<file path="config.mk">
export PLATFORM = sky130hd
export DESIGN_NAME = olair_regs
export DESIGN_NICKNAME = d
export VERILOG_FILES = /design/src/olair_pkg.sv /design/src/olair_regs.sv
export SDC_FILE = /design/constraint.sdc
export NUM_CORES = 1
export LEC_CHECK = 0
export ABC_CLOCK_PERIOD_IN_PS = 1400
export BUFFER_PORTS_ARGS = -buffer_cell sky130_fd_sc_hd__buf_4
export CORE_MARGIN = 2
export CORE_UTILIZATION = 54
export DETAILED_ROUTE_END_ITERATION = 10
export MAX_ROUTING_LAYER = met4
export PLACE_DENSITY = 0.78
export SLEW_MARGIN = 30
export SYNTH_ARGS = -nofsm -noshare
export SYNTH_HDL_FRONTEND = slang
export SYNTH_SLANG_ARGS = --single-unit
</file>
<file path="constraint.sdc">
create_clock -name clk_sys -period 1.4 [get_ports clk_sys]
set_input_delay 0.14 -clock clk_sys [delete_from_list [all_inputs] [get_ports clk_sys]]
set_output_delay 0.14 -clock clk_sys [all_outputs]
set_load 0.01 [all_outputs]
</file>
<file path="src/olair_pkg.sv">
// Package with register offsets, reset values and timing for the alarm register slice
package olair_pkg;
  localparam logic [7:0] ADDR_FAULT_IRQ_EN  = 8'h07;
  localparam logic [7:0] ADDR_LOS_IRQ_EN    = 8'h06;
  localparam logic [7:0] ADDR_LOS_CHANGE    = 8'h08;
  localparam logic [7:0] ADDR_FAULT_CHANGE  = 8'h09;
  localparam logic [7:0] ADDR_SOFT_RESET    = 8'h0A;
  localparam logic [7:0] ADDR_MONITOR_SEL   = 8'h0B;
  localparam logic [7:0] RST_REG            = 8'h00;
  localparam logic [3:0] RST_SEL            = 4'h0;
  localparam int         CLK_PERIOD_PS      = 25000;
  localparam int         SOFT_RESET_TIME_NS = 1000;
  localparam int         SOFT_RESET_CYCLES  = (SOFT_RESET_TIME_NS * 1000 + CLK_PERIOD_PS - 1)
                                              / CLK_PERIOD_PS;
  localparam logic [5:0] SOFT_RESET_LAST    = 6'(SOFT_RESET_CYCLES - 1);
endpackage : olair_pkg

</file>
<file path="src/olair_regs.sv">
// Alarm interrupt enable, change status, soft reset and monitor select registers
`timescale 1ns/1ps

module olair_regs (
  input  wire logic       clk_sys,
  input  wire logic       rst_n,
  input  wire logic [7:0] reg_addr,
  input  wire logic [7:0] reg_wdata,
  input  wire logic       reg_wr,
  input  wire logic       reg_rd,
  output logic      [7:0] reg_rdata,
  input  wire logic [7:0] los_status,
  input  wire logic [7:0] fault_status,
  output logic            irq,
  output logic            soft_reset_busy,
  output logic            monitor_enable,
  output logic            monitor_is_transmitter,
  output logic      [2:0] monitor_channel
);

  logic [7:0] fault_irq_en_ff;
  logic [7:0] los_irq_en_ff;
  logic [7:0] los_change_ff;
  logic [7:0] fault_change_ff;
  logic [7:0] los_prev_ff;
  logic [7:0] fault_prev_ff;
  logic [3:0] monitor_sel_ff;
  logic [5:0] srst_cnt_ff;
  logic       srst_busy_ff;
  logic [7:0] rdata_ff;
  logic       irq_ff;

  function automatic logic hit(input logic [7:0] a, input logic [7:0] o);
    hit = (a == o);
  endfunction : hit

  wire        wr_fault_en = reg_wr && hit(reg_addr, olair_pkg::ADDR_FAULT_IRQ_EN);
  wire        wr_los_en   = reg_wr && hit(reg_addr, olair_pkg::ADDR_LOS_IRQ_EN);
  wire        wr_srst     = reg_wr && hit(reg_addr, olair_pkg::ADDR_SOFT_RESET);
  wire        wr_monitor  = reg_wr && hit(reg_addr, olair_pkg::ADDR_MONITOR_SEL);
  wire        rd_los      = reg_rd && hit(reg_addr, olair_pkg::ADDR_LOS_CHANGE);
  wire        rd_fault    = reg_rd && hit(reg_addr, olair_pkg::ADDR_FAULT_CHANGE);
  // Soft reset acts like rst_n on every register except rdata_ff and the soft reset counter, and the edge history is refreshed
  wire        clr_all     = !rst_n || srst_busy_ff;
  wire [7:0]  los_edge    = los_status ^ los_prev_ff;
  wire [7:0]  fault_edge  = fault_status ^ fault_prev_ff;
  // Set wins over the read clear so an edge in the read cycle is not lost
  wire [7:0]  nxt_los_change   = (rd_los ? 8'h00 : los_change_ff) | los_edge;
  wire [7:0]  nxt_fault_change = (rd_fault ? 8'h00 : fault_change_ff) | fault_edge;
  wire        nxt_irq = |((los_change_ff & los_irq_en_ff) |
                          (fault_change_ff & fault_irq_en_ff));
  logic [7:0] nxt_rdata;

  always_comb begin
    nxt_rdata = 8'h00;
    case (reg_addr)
      olair_pkg::ADDR_FAULT_IRQ_EN: nxt_rdata = fault_irq_en_ff;
      olair_pkg::ADDR_LOS_IRQ_EN:   nxt_rdata = los_irq_en_ff;
      olair_pkg::ADDR_LOS_CHANGE:   nxt_rdata = los_change_ff;
      olair_pkg::ADDR_FAULT_CHANGE: nxt_rdata = fault_change_ff;
      olair_pkg::ADDR_SOFT_RESET:   nxt_rdata = 8'h00;
      // Spare bits read as zero
      olair_pkg::ADDR_MONITOR_SEL:  nxt_rdata = {4'h0, monitor_sel_ff};
      default:                      nxt_rdata = 8'h00;
    endcase
  end

  always_ff @(posedge clk_sys) begin
    if (!rst_n) begin
      srst_busy_ff <= 1'b0;
      srst_cnt_ff  <= 6'h00;
    end else if (srst_busy_ff) begin
      srst_cnt_ff  <= srst_cnt_ff + 6'h01;
      srst_busy_ff <= (srst_cnt_ff != olair_pkg::SOFT_RESET_LAST);
    end else if (wr_srst) begin
      srst_busy_ff <= 1'b1;
      srst_cnt_ff  <= 6'h00;
    end
  end

  // Enables: host writes are dropped while a soft reset cycle runs
  always_ff @(posedge clk_sys) begin
    if (clr_all) begin
      fault_irq_en_ff <= olair_pkg::RST_REG;
      los_irq_en_ff   <= olair_pkg::RST_REG;
    end else begin
      if (wr_fault_en) fault_irq_en_ff <= reg_wdata;
      if (wr_los_en) los_irq_en_ff <= reg_wdata;
    end
  end

  always_ff @(posedge clk_sys) begin
    if (clr_all) begin
      monitor_sel_ff <= olair_pkg::RST_SEL;
    end else if (wr_monitor) begin
      monitor_sel_ff <= reg_wdata[3:0];
    end
  end

  // Change bits: set wins over the read clear
  always_ff @(posedge clk_sys) begin
    if (clr_all) begin
      los_change_ff   <= olair_pkg::RST_REG;
      fault_change_ff <= olair_pkg::RST_REG;
    end else begin
      los_change_ff   <= nxt_los_change;
      fault_change_ff <= nxt_fault_change;
    end
  end

  // History always tracks the inputs, so no false edge follows any reset
  always_ff @(posedge clk_sys) begin
    los_prev_ff   <= los_status;
    fault_prev_ff <= fault_status;
  end

  always_ff @(posedge clk_sys) begin
    if (clr_all) begin
      irq_ff <= 1'b0;
    end else begin
      irq_ff <= nxt_irq;
    end
  end

  always_ff @(posedge clk_sys) begin
    if (!rst_n) rdata_ff <= 8'h00;
    else rdata_ff <= nxt_rdata;
  end

  assign reg_rdata          = rdata_ff;
  assign irq                = irq_ff;
  assign soft_reset_busy    = srst_busy_ff;
  assign monitor_enable         = (monitor_sel_ff[2:0] != 3'h0);
  assign monitor_is_transmitter = monitor_sel_ff[3];
  // Channel code 1..7 maps straight to channel number; 1..7 receivers when group clear
  assign monitor_channel        = monitor_sel_ff[2:0];

  a_srst_length: assert property (@(posedge clk_sys) disable iff (!rst_n)
    $rose(srst_busy_ff) |-> srst_busy_ff [*8] ##32 srst_busy_ff ##1 !srst_busy_ff)
    else $error("soft reset cycle length wrong");
  a_srst_clears: assert property (@(posedge clk_sys) disable iff (!rst_n)
    $fell(srst_busy_ff) |-> fault_irq_en_ff == 8'h00 && monitor_sel_ff == 4'h0)
    else $error("soft reset did not restore defaults");
  a_srst_start: assert property (@(posedge clk_sys) disable iff (!rst_n)
    wr_srst && !srst_busy_ff |=> srst_busy_ff)
    else $error("soft reset write did not start a cycle");
  a_srst_refuse: assert property (@(posedge clk_sys) disable iff (!rst_n)
    srst_busy_ff |=> fault_irq_en_ff == 8'h00 && los_irq_en_ff == 8'h00 &&
      monitor_sel_ff == 4'h0)
    else $error("register changed during soft reset");
  a_fault_en_wr: assert property (@(posedge clk_sys) disable iff (!rst_n)
    wr_fault_en && !srst_busy_ff |=> fault_irq_en_ff == $past(reg_wdata))
    else $error("fault enable write lost");
  a_los_en_wr: assert property (@(posedge clk_sys) disable iff (!rst_n)
    wr_los_en && !srst_busy_ff |=> los_irq_en_ff == $past(reg_wdata))
    else $error("los enable write lost");
  a_reset_zero: assert property (@(posedge clk_sys)
    !rst_n |=> fault_irq_en_ff == 8'h00 && los_change_ff == 8'h00)
    else $error("reset values wrong");
  a_los_set: assert property (@(posedge clk_sys) disable iff (!rst_n || srst_busy_ff)
    |los_edge |=> (los_change_ff & $past(los_edge)) == $past(los_edge))
    else $error("los change not latched");
  a_los_hold: assert property (@(posedge clk_sys) disable iff (!rst_n || srst_busy_ff)
    !rd_los && los_edge == 8'h00 |=> $stable(los_change_ff))
    else $error("los change moved without cause");
  a_fault_set: assert property (@(posedge clk_sys) disable iff (!rst_n || srst_busy_ff)
    |fault_edge |=> (fault_change_ff & $past(fault_edge)) == $past(fault_edge))
    else $error("fault change not latched");
  a_fault_hold: assert property (@(posedge clk_sys) disable iff (!rst_n || srst_busy_ff)
    !rd_fault && fault_edge == 8'h00 |=> $stable(fault_change_ff))
    else $error("fault change moved without cause");
  a_los_rdclr: assert property (@(posedge clk_sys) disable iff (!rst_n || srst_busy_ff)
    rd_los && los_edge == 8'h00 |=> los_change_ff == 8'h00)
    else $error("los read did not clear");
  a_los_rd_data: assert property (@(posedge clk_sys) disable iff (!rst_n)
    rd_los |=> reg_rdata == $past(los_change_ff))
    else $error("los read returned wrong data");
  a_fault_rdclr: assert property (@(posedge clk_sys) disable iff (!rst_n || srst_busy_ff)
    rd_fault && fault_edge == 8'h00 |=> fault_change_ff == 8'h00)
    else $error("fault read did not clear");
  a_fault_rd_data: assert property (@(posedge clk_sys) disable iff (!rst_n)
    rd_fault |=> reg_rdata == $past(fault_change_ff))
    else $error("fault read returned wrong data");
  a_monitor_off: assert property (@(posedge clk_sys) disable iff (!rst_n || srst_busy_ff)
    wr_monitor && reg_wdata[2:0] == 3'h0 |=> !monitor_enable)
    else $error("monitor routed with zero select");
  a_monitor_write: assert property (@(posedge clk_sys) disable iff (!rst_n || srst_busy_ff)
    wr_monitor |=> {4'h0, monitor_is_transmitter, monitor_channel} ==
      ($past(reg_wdata) & 8'h0F))
    else $error("monitor group or channel wrong");
  a_rx_map: assert property (@(posedge clk_sys) disable iff (!rst_n || srst_busy_ff)
    wr_monitor && !reg_wdata[3] |=> !monitor_is_transmitter &&
      {5'h00, monitor_channel} == ($past(reg_wdata) & 8'h07))
    else $error("receiver monitor mapping wrong");
  a_irq_cause: assert property (@(posedge clk_sys) disable iff (!rst_n || srst_busy_ff)
    nxt_irq |=> irq)
    else $error("interrupt not raised");
  a_irq_quiet: assert property (@(posedge clk_sys) disable iff (!rst_n || srst_busy_ff)
    !nxt_irq |=> !irq)
    else $error("interrupt raised without cause");

  c_srst: cover property (@(posedge clk_sys) disable iff (!rst_n) $fell(srst_busy_ff));
  c_irq:  cover property (@(posedge clk_sys) disable iff (!rst_n) $rose(irq));
  c_rdclr: cover property (@(posedge clk_sys) disable iff (!rst_n)
    rd_los && los_change_ff != 8'h00);
  c_monitor_tx: cover property (@(posedge clk_sys) disable iff (!rst_n)
    monitor_enable && monitor_is_transmitter);
  c_rx5: cover property (@(posedge clk_sys) disable iff (!rst_n)
    monitor_enable && !monitor_is_transmitter && monitor_channel == 3'h5);

endmodule : olair_regs

</file>
==> run metrics, run 1 <==
Detail Route Antenna Nets 0; Netlist cell types 44; pre-CTS WS -5.82 ps; Hold Path Stages 3; flop2flop setup slack 200 ps; Slew HR 0.778; IO Count 51; Initial Util 0.569; DP Wirelength around 4.2 mm; Num Clock Sinks between 60 and 70; Avg Inst Size Synth a little over 10 um2; clk_lat worst skew between 300 and 400 ps; Hold Path Class input pin to flip-flop; gr usage total 0.247; Final Critical Period around 1300 ps; Port Buffers 50; crit path DAT 1200 ps; Layout Nets 377; VDD IR-drop max approximately 1.2 mV; setup ws final 55.3 ps; FP Rows 25; share of post-route cells with drive strength above 1 0.238; crit start category flip-flop; Static Leakage between 1 and 1.5 nW; Final Wtd Congestion approximately 0.90; global-route wire length before repair ~10 mm; min-delay src reg_wdata[7]; Max Slew Vio Count 0; die area around 0.0056 mm2; Post-Syn Area around 0.0027 mm2; drc violations 0; Tightest Pin Transition 332 ps; largest net degree at the start of global routing 38; crit path launch monitor_sel_ff[0]; RSZ-0062 raised after global routing false; Crit Path Class flip-flop to primary output; CP endpoint kind primary output; Top FF cell, synth dfxtp_1; worst hold endpoint fault_irq_en_ff[7]; total CTS buffers 9; Final Skew around 8.0 ps; top cells by count, synth dfxtp_1 (68), nor2_1 (36), mux2i_1 (32), a21oi_1 (21); WHS 44.2 ps; Die Height between 70 and 80 um; syn_nets a little over 300; Area Overhead vs Synth 29.7%; maximum clock rate 0.744 GHz; count leader, synth dfxtp_1; CTS Root Buffer Type clkbuf_8; required time of the critical path 1260 ps; vias in the first global route 2053; TritonCTS clock tree yes; worst r2r dst irq; Worst Path Max Fanout 4; fillcell total between 300 and 400; Setup-failing EPs final 0; Via-to-Cell Ratio about 5.3; Synth async-reset ratio 0; sequential-to-total area share from yosys stat 0.500; dominant cells by area after synthesis dfxtp_1 (50%), mux2i_1 (12%), nor2_1 (5.0%); clock-pin transition on the worst setup and hold timing paths approximately 80 ps; Clock Tree Buf Depth 2; PnR Total Power between 3 and 4 mW; area occupied by multi-input gates 0.00126 mm2; synthesized netlist cell count between 200 and 300; die width approximately 75 um; Starting DRT DRC Count approximately 110; final core utilization 0.738; total iterations of the first detailed-routing run 4; synth warn 0; Vias about 2200; FF-to-FF Start fault_change_ff[7]; drt wl/cell approximately 15 um; diode count 0; final hold violation count 0; Seq cells post-synth about 70; power density over the cells about 1100 mW/mm2; top cell type's share of synthesized area 0.500; status finished clean; Synth area leader dfxtp_1; core area approximately 0.0048 mm2; gr ovfl total 0; Placed Instances 380; antenna violations before repair 0; number of synthesized flops with an enable pin 0; CTS H-tree depth 3; Layout Cells excl Fill 412; Storage cell area 0.00136 mm2; routed wire length 6.09 mm; Tcrit/Tclk final 0.961; Max-Cap Viols 0; worst r2r path cells 4
repair_timing:
action,4_1_cts,5_1_grt
resized for setup,0,0
setup buffers,0,0
setup endpoints to repair,0,0
hold endpoints to repair,16,0
hold buffers,16,0
through the flow:
stage          TNS [ps]  area (um2)
3_5_place_dp      -7.48        3180
2_1_floorplan         0        2720
4_1_cts               0        3530
6_report              0        3530
5_1_grt               0        3530
3_3_place_gp          0        3180
placed cells by master (no fill, tap or decap), drive strengths merged, types with 4 or more instances in the layout:
| cell type | synthesis | routed |
|---|---|---|
| a221oi | 5 | 5 |
| xor2 | 8 | 8 |
| dlygate4sd3 | 0 | 16 |
| buf | 6 | 59 |
| mux2i | 32 | 32 |
| dfxtp | 68 | 68 |
| nand4 | 5 | 5 |
| xnor2 | 9 | 9 |
| a21oi | 21 | 21 |
| clkbuf | 9 | 10 |
| nand2 | 7 | 7 |
| clkinv | 0 | 4 |
| o21ai | 9 | 9 |
| o22ai | 9 | 9 |
| nand3 | 6 | 6 |
| nand2b | 4 | 4 |
| nor2 | 36 | 36 |
cell families after synthesis:
kind of cell / count (synthesis) / share of synthesized area
xor gates and xnor gates: 17 / 0.0547
DFF: 68 / 0.500
and+or+nand+nor: 79 / 0.155
buffers and inverters: 16 / 0.0363
AOI/OAI and AO/OA: 54 / 0.124
adders and majority gates: 1 / 0.00459
muxes: 34 / 0.126
sequential cells by signal, summed over array words and instances, names as in the netlist:
register and cells:
fault_irq_en_ff 8, fault_prev_ff 8, reg_rdata 8, fault_change_ff 8, irq 1, soft_reset_busy 1
los_change_ff 8, monitor_sel_ff 4, los_prev_ff 8, los_irq_en_ff 8, srst_cnt_ff 6
layout make-up:
type	instances	area share
tap	67	0.0237
timing repair buffer	75	0.178
multi-input combinational	185	0.358
clock inverter	6	0.0184
inverter	1	0.00106
clock buffer	10	0.0361
sequential	68	0.385
power breakdown:
group          switching, mW  internal [mW]  total [mW]  leakage, nW
sequential            0.0537           2.00        2.06        0.559
clock                  0.750          0.822        1.57       0.0962
combinational          0.157          0.189       0.345        0.820
worst max-delay path by stage:
stage,end,slack [ps],depth (start not counted)
3_3_place_gp,los_irq_en_ff[7],7,6
6_report,monitor_enable,60,2
4_1_cts,monitor_enable,40,2
5_1_grt,monitor_enable,20,2
2_1_floorplan,los_irq_en_ff[0],150,6
3_5_place_dp,los_irq_en_ff[0],-6,6
layer usage:
| metal | share of wire | track usage |
|---|---|---|
| met1 | 0.45 | 0.302 |
| met2 | 0.48 | 0.392 |
| met3 | 0.049 | 0.0643 |
| met4 | 0.016 | 0.0952 |
| met5 | 0 | - |
critical path: stages (launching register included):
cell and delay [ps]:
dfxtp_1 340, or3_1 370, buf_4 150
Note: power is estimated with default switching activity, not from simulation.
==> inputs of run 2 (changes only) <==
--- a/config.mk
+++ b/config.mk
@@ -7,11 +7,13 @@
 export LEC_CHECK = 0
 export ABC_CLOCK_PERIOD_IN_PS = 1400
 export BUFFER_PORTS_ARGS = -buffer_cell sky130_fd_sc_hd__buf_4
+export CELL_PAD_IN_SITES_DETAIL_PLACEMENT = 1
+export CELL_PAD_IN_SITES_GLOBAL_PLACEMENT = 2
 export CORE_MARGIN = 2
-export CORE_UTILIZATION = 54
+export CORE_UTILIZATION = 34
 export DETAILED_ROUTE_END_ITERATION = 10
 export MAX_ROUTING_LAYER = met4
-export PLACE_DENSITY = 0.78
+export PLACE_DENSITY_LB_ADDON = 0.1
 export SLEW_MARGIN = 30
 export SYNTH_ARGS = -nofsm -noshare
 export SYNTH_HDL_FRONTEND = slang
==> run 2 against run 1 <==
Effect of this change:
- hold slack better by 2.2 ps
- register-to-register slack about the same
- critical path depth unchanged
- design area up 2.1%
- worst setup slack better by 15 ps
- clock power up 3%
- via count up 2.5%
- utilization down 27 points
==> run metrics, run 2 (same netlist as run 1, synthesis figures left out) <==
final hold violation count 0 (unchanged); Starting DRT DRC Count 60 (-44%); Placed Instances 418 (+10%); Layout Cells excl Fill 450 (+9.2%); Area after DPL 0.00325 mm2 (+2.1%); Detail Route Antenna Nets 0 (unchanged); global-route wire length before repair 11.4 mm (+15%); core area 0.00773 mm2 (+61%); largest net degree at the start of global routing 38 (unchanged); crit path DAT 1190 ps (about the same); drt wl/cell 15.4 um (+3.8%); CP endpoint kind primary output; crit start category flip-flop; power density over the cells 1120 mW/mm2 (-0.49%); Clk pwr share 0.402 (+0.007); leading cell type in the layout, fill and taps excluded dfxtp_1; flop2flop setup slack 200 ps (about the same); total iterations of the first detailed-routing run 4 (unchanged); VDD IR-drop max 0.640 mV (-47%); TritonCTS clock tree yes; DP Wirelength 4.98 mm (+18%); worst hold endpoint fault_irq_en_ff[5]; post-CTS sizing 0 (unchanged); Die Height 93.5 um (+25%); clk_lat worst skew 330 ps (-20 ps); status finished clean; Post-CTS Setup Repair Bufs 0 (unchanged); cts hold-fix bufs 16 (unchanged); internal power 3.07 mW (+1.7%); total CTS buffers 9 (unchanged); WHS 46.4 ps (+2.17 ps); Final Skew 5.08 ps (-2.89 ps); min-delay src reg_wdata[5]; Hold Path Stages 3 (unchanged); gr usage total 0.174 (-0.0735); Max-Cap Viols 0 (unchanged); die area 0.00874 mm2 (+55%); RSZ-0062 raised after global routing false; Final Critical Period 1330 ps (-15.0 ps); maximum clock rate 0.752 GHz (+1.1%); Switching Fraction 0.241 (-0.000367); area occupied by multi-input gates 0.00126 mm2 (unchanged); clock-pin transition on the worst setup and hold timing paths 80 ps (about the same); die width 93.5 um (+25%); Final Wtd Congestion 0.772 (-14%); FF-to-FF Start fault_change_ff[7]; Comb pwr share 0.089 (+0.002); Flop pwr share 0.510 (-0.008); total negative setup slack 0 ps (unchanged); worst r2r path cells 4 (unchanged); FP Rows 32 (+28%); diode count 0 (unchanged); antenna violations before repair 0 (unchanged); Clock Tree Buf Depth 2 (unchanged); Tcrit/Tclk final 0.950 (-0.0107); Storage cell area 0.00136 mm2 (unchanged); Area Overhead vs Synth 32.5%; share of post-route cells with drive strength above 1 0.247 (+0.00945); Crit Path Class flip-flop to primary output; Num Clock Sinks 68 (unchanged); Hold Path Class input pin to flip-flop; required time of the critical path 1260 ps (about the same); Worst Path Max Fanout 4 (unchanged); Via-to-Cell Ratio 4.95 (-6.1%); Slew HR 0.761 (-0.0170); net switching power 0.974 mW (+1.5%); IO Count 51 (unchanged); Layout Nets 380 (+0.80%); routed wire length 6.91 mm (+13%); Vias 2229 (+2.5%); Initial Util 0.352 (-0.217); Static Leakage 1.49 nW (+1.2%); worst r2r dst irq; gr ovfl total 0 (unchanged); Port Buffers 50 (unchanged); drc violations 0 (unchanged); Tightest Pin Transition 356 ps (+24.0 ps); CTS H-tree depth 3 (unchanged); fillcell total 870 (+140%); PnR Total Power 4.04 mW (+1.6%); Max Slew Vio Count 0 (unchanged); vias in the first global route 2293 (+12%); finished layout cell area 0.00361 mm2 (+2.1%); most frequent cells in the layout dfxtp_1 (68), buf_4 (60), nor2_1 (36); Setup-failing EPs final 0 (unchanged); CTS Root Buffer Type clkbuf_8
-- run 2: worst max path at each step --
stage,from,endpoint,slack [ps]
6_report,monitor_sel_ff[0],monitor_enable,70
5_1_grt,monitor_sel_ff[0],monitor_enable,20
4_1_cts,monitor_sel_ff[0],monitor_enable,60
3_5_place_dp,reg_addr[5],srst_cnt_ff[4],-60
3_3_place_gp,reg_addr[5],srst_cnt_ff[4],-30
2_1_floorplan,reg_addr[5],los_irq_en_ff[0],150
-- run 2: stage by stage --
| stage | util | setup WS, ps |
|---|---|---|
| 2_1_floorplan | - | 147 |
| 3_3_place_gp | 0.420 | -25.9 |
| 3_5_place_dp | 0.420 | -59.7 |
| 4_1_cts | 0.467 | 57.7 |
| 5_1_grt | 0.467 | 23.9 |
| 6_report | 0.467 | 70.3 |
-- run 2: per-layer routing --
metal	GRT usage	up-vias	share of wire	wire, um
met5	-	-	0	0
met4	0.0625	0	0.014	94
met3	0.0322	10	0.035	240
met2	0.273	36	0.47	3280
met1	0.224	1073	0.48	3300
li1	-	1110	-	-
-- run 2: final cells by class --
| class | instances | share of cell area |
|---|---|---|
| tap | 102 | 0.0354 |
| clock inverter | 6 | 0.0177 |
| clock buffer | 10 | 0.0381 |
| multi-input combinational | 185 | 0.350 |
| sequential | 68 | 0.377 |
| timing repair buffer | 78 | 0.180 |
| inverter | 1 | 0.00104 |
-- run 2: power by group through the flow --
stage                     clock (mW)  combinational [mW]  sequential [mW]
after floorplan                    0               0.172             2.08
after global placement             0               0.319             2.10
after detailed placement           0               0.324             2.11
after CTS                       1.67               0.362             2.06
after global routing            1.77               0.396             2.07
final                           1.62               0.358             2.06
-- run 2: critical path, cell delays in order, from the launching register on --
cell	delay [ps]
dfxtp_1	340
or3_1	370
buf_4	150
